## src/logic/art_defines.svh

```systemverilog
// Offsets, field positions, reset values and divider counts of the reload timer.
// Assumes an 8-bit special-function-register space with bit addressing.
`ifndef ART_DEFINES_SVH
`define ART_DEFINES_SVH

// Register addresses
`define ART_CTRL_ADDR 8'hC8
`define ART_RELOAD_LOW_ADDR 8'hCA
`define ART_RELOAD_HIGH_ADDR 8'hCB
`define ART_COUNT_LOW_ADDR 8'hCC
`define ART_COUNT_HIGH_ADDR 8'hCD

// Control field positions
`define ART_HIGH_FLAG_BIT 7
`define ART_LOW_FLAG_BIT 6
`define ART_LOW_IRQ_EN_BIT 5
`define ART_UNUSED4_BIT 4
`define ART_SPLIT_BIT 3
`define ART_RUN_BIT 2
`define ART_UNUSED1_BIT 1
`define ART_EXT_SEL_BIT 0

// Reset values
`define ART_CTRL_RESET 8'h00
`define ART_BYTE_RESET 8'h00

// Byte wrap point
`define ART_BYTE_MAX 8'hFF

// Divider counts
`define ART_SYS_DIV 12
`define ART_EXT_DIV 8

`endif

```

## src/logic/art_pkg.sv

```systemverilog
// Types shared by the reload timer and its tick source.
// Assumes art_defines.svh is on the include path.
`include "art_defines.svh"

package art_pkg;

  // Register state of the timer
  typedef struct packed {
    logic highFlag;
    logic lowFlag;
    logic lowIrqEnable;
    logic splitMode;
    logic runControl;
    logic extClockSel;
    logic [7:0] reloadLow;
    logic [7:0] reloadHigh;
    logic [7:0] countLow;
    logic [7:0] countHigh;
    logic [7:0] rdData;
    logic irq;
  } timer_state_t;

  // Prescaler and external edge state
  typedef struct packed {
    logic [3:0] sysDivCnt;
    logic sysTick;
    logic [2:0] extSync;
    logic extLevel;
    logic [2:0] extDivCnt;
    logic extTick;
  } tick_state_t;

endpackage : art_pkg

```

## src/logic/tick_if.sv

```systemverilog
// Tick strobes passed from the tick source to the counter logic.
// Assumes both ends run on sys_clk.
`timescale 1ns/1ps
`default_nettype none

interface tick_if;
  logic sysDiv12Tick;
  logic extDiv8Tick;
  modport src (output sysDiv12Tick, output extDiv8Tick);
  modport dst (input sysDiv12Tick, input extDiv8Tick);
endinterface : tick_if

`default_nettype wire

```

## src/logic/tick_source.sv

```systemverilog
// Makes one-cycle ticks at system_clock/12 and at external clock/8.
// Assumes extClk is asynchronous to sys_clk and no faster than a quarter of its rate.
`timescale 1ns/1ps
`default_nettype none

module tick_source
  import art_pkg::*;
(
  input wire logic sys_clk,
  input wire logic reset_n,
  input wire logic extClk,
  tick_if.src ticks
);

  tick_state_t s_q;
  tick_state_t s_d;
  logic extRise;

  // Level counts only once stages two and three agree; stage one feeds stage two alone
  always_comb begin
    s_d = s_q;
    extRise = 1'b0;
    s_d.extSync = {s_q.extSync[1:0], extClk};
    if (s_q.extSync[1] == s_q.extSync[2]) begin
      s_d.extLevel = s_q.extSync[2];
      extRise = s_q.extSync[2] & ~s_q.extLevel;
    end
    // Divide synchronized rising edges by eight
    s_d.extTick = 1'b0;
    if (extRise) begin
      s_d.extDivCnt = s_q.extDivCnt + 3'h1;
      s_d.extTick = (s_q.extDivCnt == 3'(`ART_EXT_DIV - 1));
    end
    // Free-running divide by twelve
    s_d.sysTick = (s_q.sysDivCnt == 4'(`ART_SYS_DIV - 1));
    s_d.sysDivCnt = s_d.sysTick ? 4'h0 : s_q.sysDivCnt + 4'h1;
  end

  always_ff @(posedge sys_clk) begin
    if (!reset_n) begin
      s_q <= '0;
    end else begin
      s_q <= s_d;
    end
  end

  assign ticks.sysDiv12Tick = s_q.sysTick;
  assign ticks.extDiv8Tick = s_q.extTick;
endmodule : tick_source

`default_nettype wire

```

## src/logic/reload_timer.sv

```systemverilog
// 16-bit auto-reload timer with a split mode of two 8-bit reload timers.
// Assumes a single sys_clk and a processor special-function-register port.
// Notes on behaviour
// - Split select clear: both bytes form one 16-bit up-counter with reload.
// - 16-bit wrap from all ones loads the reload pair and sets high flag.
// - 16-bit mode: each full overflow requests an interrupt when enabled.
// - 16-bit mode: low-byte wrap also interrupts when low interrupt enable set.
// - Split select set: two 8-bit timers, each reloading from its own byte.
// - Split mode: run bit gates only the high byte; low always counts.
// - Per byte: fast select gives system_clock, else /12 or external /8.
// - External divided clock is synchronized to the system clock first.
// - Split mode: high wrap sets high flag, low wrap sets low flag.
// - Split mode: high overflow interrupts; with low enable, either byte does.
// - Hardware never clears the overflow flags; only software writes do.
// - Low flag set on every low-byte wrap in both modes.
// - Control register at 0xC8, bit addressable, fields as laid out, reset zero.
// - Control bit 4 reads zero, ignores writes; bit 1 read only.
// - 16-bit mode counts only while run bit is set.
`timescale 1ns/1ps
`default_nettype none

module reload_timer
  import art_pkg::*;
(
  input wire logic sys_clk,
  input wire logic reset_n,
  input wire logic [7:0] sfrAddr,
  input wire logic [7:0] sfrWrData,
  input wire logic sfrWr,
  input wire logic sfrRd,
  input wire logic bitWr,
  input wire logic [7:0] bitAddr,
  input wire logic bitVal,
  output logic [7:0] sfrRdData,
  input wire logic highFastClockSel,
  input wire logic lowFastClockSel,
  input wire logic extClk,
  input wire logic timerIrqEnable,
  output logic timerIrq
);

  tick_if ticks ();

  tick_source u_ticks (
    .sys_clk(sys_clk),
    .reset_n(reset_n),
    .extClk(extClk),
    .ticks(ticks.src)
  );

  timer_state_t s_q;
  timer_state_t s_d;
  logic lowTick;
  logic highTick;
  logic lowWrap;
  logic highWrap;
  logic [7:0] ctrlView;
  logic [7:0] ctrlWrite;
  logic ctrlWr;
  logic [15:0] count16;

  // Clock choice per byte; 16-bit mode runs on the low byte's choice
  always_comb begin
    lowTick = lowFastClockSel ? 1'b1 :
      (s_q.extClockSel ? ticks.extDiv8Tick : ticks.sysDiv12Tick);
    highTick = highFastClockSel ? 1'b1 :
      (s_q.extClockSel ? ticks.extDiv8Tick : ticks.sysDiv12Tick);
  end

  // Control image; unused bits 4 and 1 always read zero
  always_comb begin
    ctrlView = 8'h00;
    ctrlView[`ART_HIGH_FLAG_BIT] = s_q.highFlag;
    ctrlView[`ART_LOW_FLAG_BIT] = s_q.lowFlag;
    ctrlView[`ART_LOW_IRQ_EN_BIT] = s_q.lowIrqEnable;
    ctrlView[`ART_SPLIT_BIT] = s_q.splitMode;
    ctrlView[`ART_RUN_BIT] = s_q.runControl;
    ctrlView[`ART_EXT_SEL_BIT] = s_q.extClockSel;
  end

  // Byte and bit writes merge into one control write
  always_comb begin
    ctrlWrite = ctrlView;
    ctrlWr = 1'b0;
    if (sfrWr && sfrAddr == `ART_CTRL_ADDR) begin
      ctrlWrite = sfrWrData;
      ctrlWr = 1'b1;
    end else if (bitWr && bitAddr[7:3] == 5'(`ART_CTRL_ADDR >> 3)) begin
      ctrlWrite[bitAddr[2:0]] = bitVal;
      ctrlWr = 1'b1;
    end
  end

  // Counting, reload, flags, register writes and read data
  always_comb begin
    s_d = s_q;
    lowWrap = 1'b0;
    highWrap = 1'b0;
    count16 = {s_q.countHigh, s_q.countLow};
    if (ctrlWr) begin
      // Bits 4 and 1 have no storage, so writes there vanish
      s_d.highFlag = ctrlWrite[`ART_HIGH_FLAG_BIT];
      s_d.lowFlag = ctrlWrite[`ART_LOW_FLAG_BIT];
      s_d.lowIrqEnable = ctrlWrite[`ART_LOW_IRQ_EN_BIT];
      s_d.splitMode = ctrlWrite[`ART_SPLIT_BIT];
      s_d.runControl = ctrlWrite[`ART_RUN_BIT];
      s_d.extClockSel = ctrlWrite[`ART_EXT_SEL_BIT];
    end
    if (!s_q.splitMode) begin
      if (s_q.runControl && lowTick) begin
        lowWrap = (s_q.countLow == `ART_BYTE_MAX);
        highWrap = (count16 == 16'hFFFF);
        if (highWrap) begin
          {s_d.countHigh, s_d.countLow} = {s_q.reloadHigh, s_q.reloadLow};
        end else begin
          {s_d.countHigh, s_d.countLow} = count16 + 16'h0001;
        end
      end
    end else begin
      if (lowTick) begin
        lowWrap = (s_q.countLow == `ART_BYTE_MAX);
        s_d.countLow = lowWrap ? s_q.reloadLow : s_q.countLow + 8'h01;
      end
      if (s_q.runControl && highTick) begin
        highWrap = (s_q.countHigh == `ART_BYTE_MAX);
        s_d.countHigh = highWrap ? s_q.reloadHigh : s_q.countHigh + 8'h01;
      end
    end
    // Software writes to counts win over counting
    if (sfrWr && sfrAddr == `ART_COUNT_LOW_ADDR) s_d.countLow = sfrWrData;
    if (sfrWr && sfrAddr == `ART_COUNT_HIGH_ADDR) s_d.countHigh = sfrWrData;
    if (sfrWr && sfrAddr == `ART_RELOAD_LOW_ADDR) s_d.reloadLow = sfrWrData;
    if (sfrWr && sfrAddr == `ART_RELOAD_HIGH_ADDR) s_d.reloadHigh = sfrWrData;
    // Hardware set wins over a same-cycle software clear, so no event is lost
    if (highWrap) s_d.highFlag = 1'b1;
    if (lowWrap) s_d.lowFlag = 1'b1;
    // Same gating in both modes: low flag only counts with low enable
    s_d.irq = timerIrqEnable & (s_d.highFlag | (s_d.lowIrqEnable & s_d.lowFlag));
    // Read data captured on a read strobe; unmapped reads give zero
    if (sfrRd) begin
      unique case (sfrAddr)
        `ART_CTRL_ADDR: s_d.rdData = ctrlView;
        `ART_RELOAD_LOW_ADDR: s_d.rdData = s_q.reloadLow;
        `ART_RELOAD_HIGH_ADDR: s_d.rdData = s_q.reloadHigh;
        `ART_COUNT_LOW_ADDR: s_d.rdData = s_q.countLow;
        `ART_COUNT_HIGH_ADDR: s_d.rdData = s_q.countHigh;
        default: s_d.rdData = 8'h00;
      endcase
    end
  end

  // All timer state in one register
  always_ff @(posedge sys_clk) begin
    if (!reset_n) begin
      s_q <= '0;
    end else begin
      s_q <= s_d;
    end
  end

  assign sfrRdData = s_q.rdData;
  assign timerIrq = s_q.irq;
endmodule : reload_timer

`default_nettype wire

```

## config.mk

```make
export PLATFORM = sky130hd
export DESIGN_NAME = reload_timer
export DESIGN_NICKNAME = d
export VERILOG_FILES = /design/src/logic/art_pkg.sv /design/src/logic/tick_if.sv /design/src/logic/tick_source.sv /design/src/logic/reload_timer.sv
export VERILOG_INCLUDE_DIRS = /design/src /design/src/logic
export SDC_FILE = /design/constraint.sdc
export NUM_CORES = 1
export LEC_CHECK = 0
export ABC_AREA = 1
export BUFFER_PORTS_ARGS = -buffer_cell sky130_fd_sc_hd__buf_4
export CAP_MARGIN = 20
export CORE_MARGIN = 1.5
export CORE_UTILIZATION = 59
export CTS_BUF_LIST = sky130_fd_sc_hd__clkbuf_16
export DETAILED_ROUTE_END_ITERATION = 16
export HOLD_SLACK_MARGIN = 0.05
export PLACE_DENSITY = 0.78
export SKIP_CTS_REPAIR_TIMING = 1
export SLEW_MARGIN = 20
export SYNTH_ARGS = -nofsm -noshare
export SYNTH_HDL_FRONTEND = slang
export SYNTH_HIERARCHICAL = 1
export SYNTH_SLANG_ARGS = --single-unit
```

## constraint.sdc

```tcl
create_clock -name sys_clk -period 1.95 [get_ports sys_clk]
set_input_delay 0.2925 -clock sys_clk [delete_from_list [all_inputs] [get_ports sys_clk]]
set_output_delay 0.2925 -clock sys_clk [all_outputs]
set_load 0.01 [all_outputs]
```

==> flow_summary.ini <==
[logic_synthesis]
ys_types = 37
synthTopCellsByArea = dfxtp_1, nand2_1, inv_1, a21oi_1, nand3_1
netlist_top_cells_count = nand2_1, inv_1, dfxtp_1
synth_most_common_cell = nand2_1
yosys_most_used_dff = dfxtp_1
yosysWarnings = 6
yosys_register_bits = 60
yosysSeqAreaShare = 0.321
synth_area_um2 = 3740
synth_top_area_share = 0.321
yosys.area.top_type = dfxtp_1
async_flop_share = 0
synth-edff-count = 0
synth_nets = 629
synth_cells = 590
avgSynthCellArea_um2 = 6.34

[critical_path]
critical_path_peak_fanout = 12
cp_top_family = simple AND/OR/NAND/NOR gates
cp.depth = 11
cpMostUsedCell = nand2_1
worst_path_max_delay_cell = dfxtp_1
cp.arrival_ns = 2.04
endpoint_kind = flip-flop
crit_type = reg -> reg
crit_required_ns = 2.19
crit_buf_inv = 1
critPathLaunchType = flip-flop
r2r_cells = 11
max_stage_delay_ns = 0.40
path_cells = ha_1, nand2_1, nor2_4, nand2_4, nor2_4, inv_1, nand3_1, nand2_1, nand2_1, nand2_1, a21oi_1

[pwr]
cellPowerDensity_nw_per_um2 = 696
p_sw_frac = 0.241
switchingPower_mw = 0.731
p_comb_frac = 0.069
p_int_mw = 2.31
p_seq_frac = 0.414
power.share.clock = 0.518
ir_worst_vdd_v = 0.000552
power_leakage_nw = 1.98

[clock_network]
cts-root-buf = clkbuf_16
clock_sinks = 60
path_clk_slew_ns = 0.05
cts_max_level = 3
cts_tree = built
clock_latency_ns = 0.33
ctsLongestPathBuffers = 2
numCtsBuffers = 9

[drt]
drtIter0Drc = 465
drtPass1Iterations = 7
drcViolationCount = 0
viasPerCell = 5.94
drtAntennaViolNets = 0
avgRoutedWirePerCell_um = 16.9
vias = 4202
drt-total-wl_mm = 12.0

[die]
dieArea_um2 = 6830
placementRows = 28
pin_count = 43
core_area_um2 = 6030
initial_core_util = 0.621
die_w_um = 82.6
fp.dieH_um = 82.6

[sta]
period_needed_ns = 1.80
finalSetupViolations = 0
tightest_slew_ns = 0.594
relSlewSlack = 0.601
setup_tns_ns = 0
rsz0062_at_grt = false
fin_crit_sh = 0.922
maxSlewViolCount = 0
skew_ns = 0.00649
hold_viol_final = 0
fmax_ghz = 0.556
holdWs_ns = 0.146

[global_route]
grt.overflow.total = 0
antenna_found_initial = 0
grt_pass1_vias = 3752
use_met3 = 0.0769
grt_pass1_wl_mm = 18.2
grtUsageMet1 = 0.445
grt.busiest_layer = met2
use_met2 = 0.609
grt_max_degree = 28
grt_use_total = 0.366

[worst_hold_path]
hold_path.class = in -> reg
hold_depth = 3

[finish]
antennaDiodeCount = 0
nNetsFinal = 667
syn_to_final_growth_pct = 16.8
drive_gt1_frac = 0.144

[run_status]
status = completed

[placed_design]
port-buffer-count = 42
dp_hpwl_mm = 8.86
finalWeightedCongestion = 1.11

[run]
drv_cap = 0
==> power groups by stage <==
stage	clock network (mW)	registers, mW	logic (mW)
5_1_grt	1.63	1.26	0.229
3_3_place_gp	0	1.28	0.198
3_5_place_dp	0	1.28	0.205
2_1_floorplan	0	1.28	0.106
6_report	1.57	1.26	0.209
4_1_cts	1.57	1.26	0.206
==> metrics by stage <==
step	cell area, um^2	power, mW	utilization	cells	setup slack (ns)
5_1_grt	4370	3.11	0.725	708	0.0223
3_3_place_gp	4060	1.48	0.674	692	0.162
4_1_cts	4360	3.03	0.723	708	0.0881
6_report	4370	3.04	0.725	708	0.153
3_5_place_dp	4060	1.49	0.674	692	0.0997
2_1_floorplan	3740	1.39	-	590	0.434
==> state kept, by name, summed over array words and instances, names as in the netlist <==
| signal | cells |
|---|---|
| count16 | 16 |
| ctrlView | 6 |
| s_q | 16 |
| sfrRdData | 8 |
| timerIrq | 1 |
| u_ticks/s_d | 2 |
| u_ticks/s_q | 9 |
| u_ticks/ticks.extDiv8Tick | 1 |
| u_ticks/ticks.sysDiv12Tick | 1 |
==> layout by cell type, fill, tap and decap left out, types with 10 or more instances in the layout <==
master	count
a21oi_1	50
buf_4	51
dfxtp_1	60
inv_1	83
nand2_1	142
nand3_1	46
nor2_1	55
o211ai_1	10
o21ai_0	40
o21ai_1	10
o22ai_1	12
==> cells by family (layout without fill, tap and decap cells) <==
group                    count (synthesis)  in the layout  share of synthesized area
AO/OA/AOI/OAI                          129            129                      0.188
buffers and inverters                  113            156                      0.131
adder cells (fa/ha/maj)                  5              5                     0.0167
AND/OR/NAND/NOR                        277            277                      0.330
flip-flops                              60             60                      0.321
XOR/XNOR                                 6              6                     0.0140
==> tightest hold or removal path: stages <==
cell and delay (ns):
buf_4 0.08, nand2_1 0.04, inv_1 0.04
==> layer usage <==
layer  part of all wire  up-vias  wire, um
met3               0.10       43      1210
met4              0.040        0       478
met2               0.46      272      5540
met1               0.40     1896      4730
li1                   -     1991         -
met5                  0        -         0
==> final cells by class <==
| cell class | count | area (um^2) |
|---|---|---|
| flip-flops and latches | 60 | 1200 |
| fillers | 517 | 1660 |
| clock buffers | 9 | 225 |
| clock inverters | 7 | 67.6 |
| repair buffers | 51 | 383 |
| inverters | 89 | 334 |
| multi-input cells | 417 | 2060 |
| well taps | 75 | 93.8 |
==> worst paths after layout <==
check,start,to,slack [ns]
setup / recovery,count16[9]$_SDFFE_PN0P_,count16[15]$_SDFFE_PN0P_,0.15
hold / removal,extClk,u_ticks/s_d[6]$_SDFF_PN0_,0.15
hold reg to reg,u_ticks/s_d[6]$_SDFF_PN0_,u_ticks/s_d[7]$_SDFF_PN0_,0.42
setup reg to reg,count16[9]$_SDFFE_PN0P_,count16[15]$_SDFFE_PN0P_,0.15
Note: power is estimated with default switching activity, not from simulation.
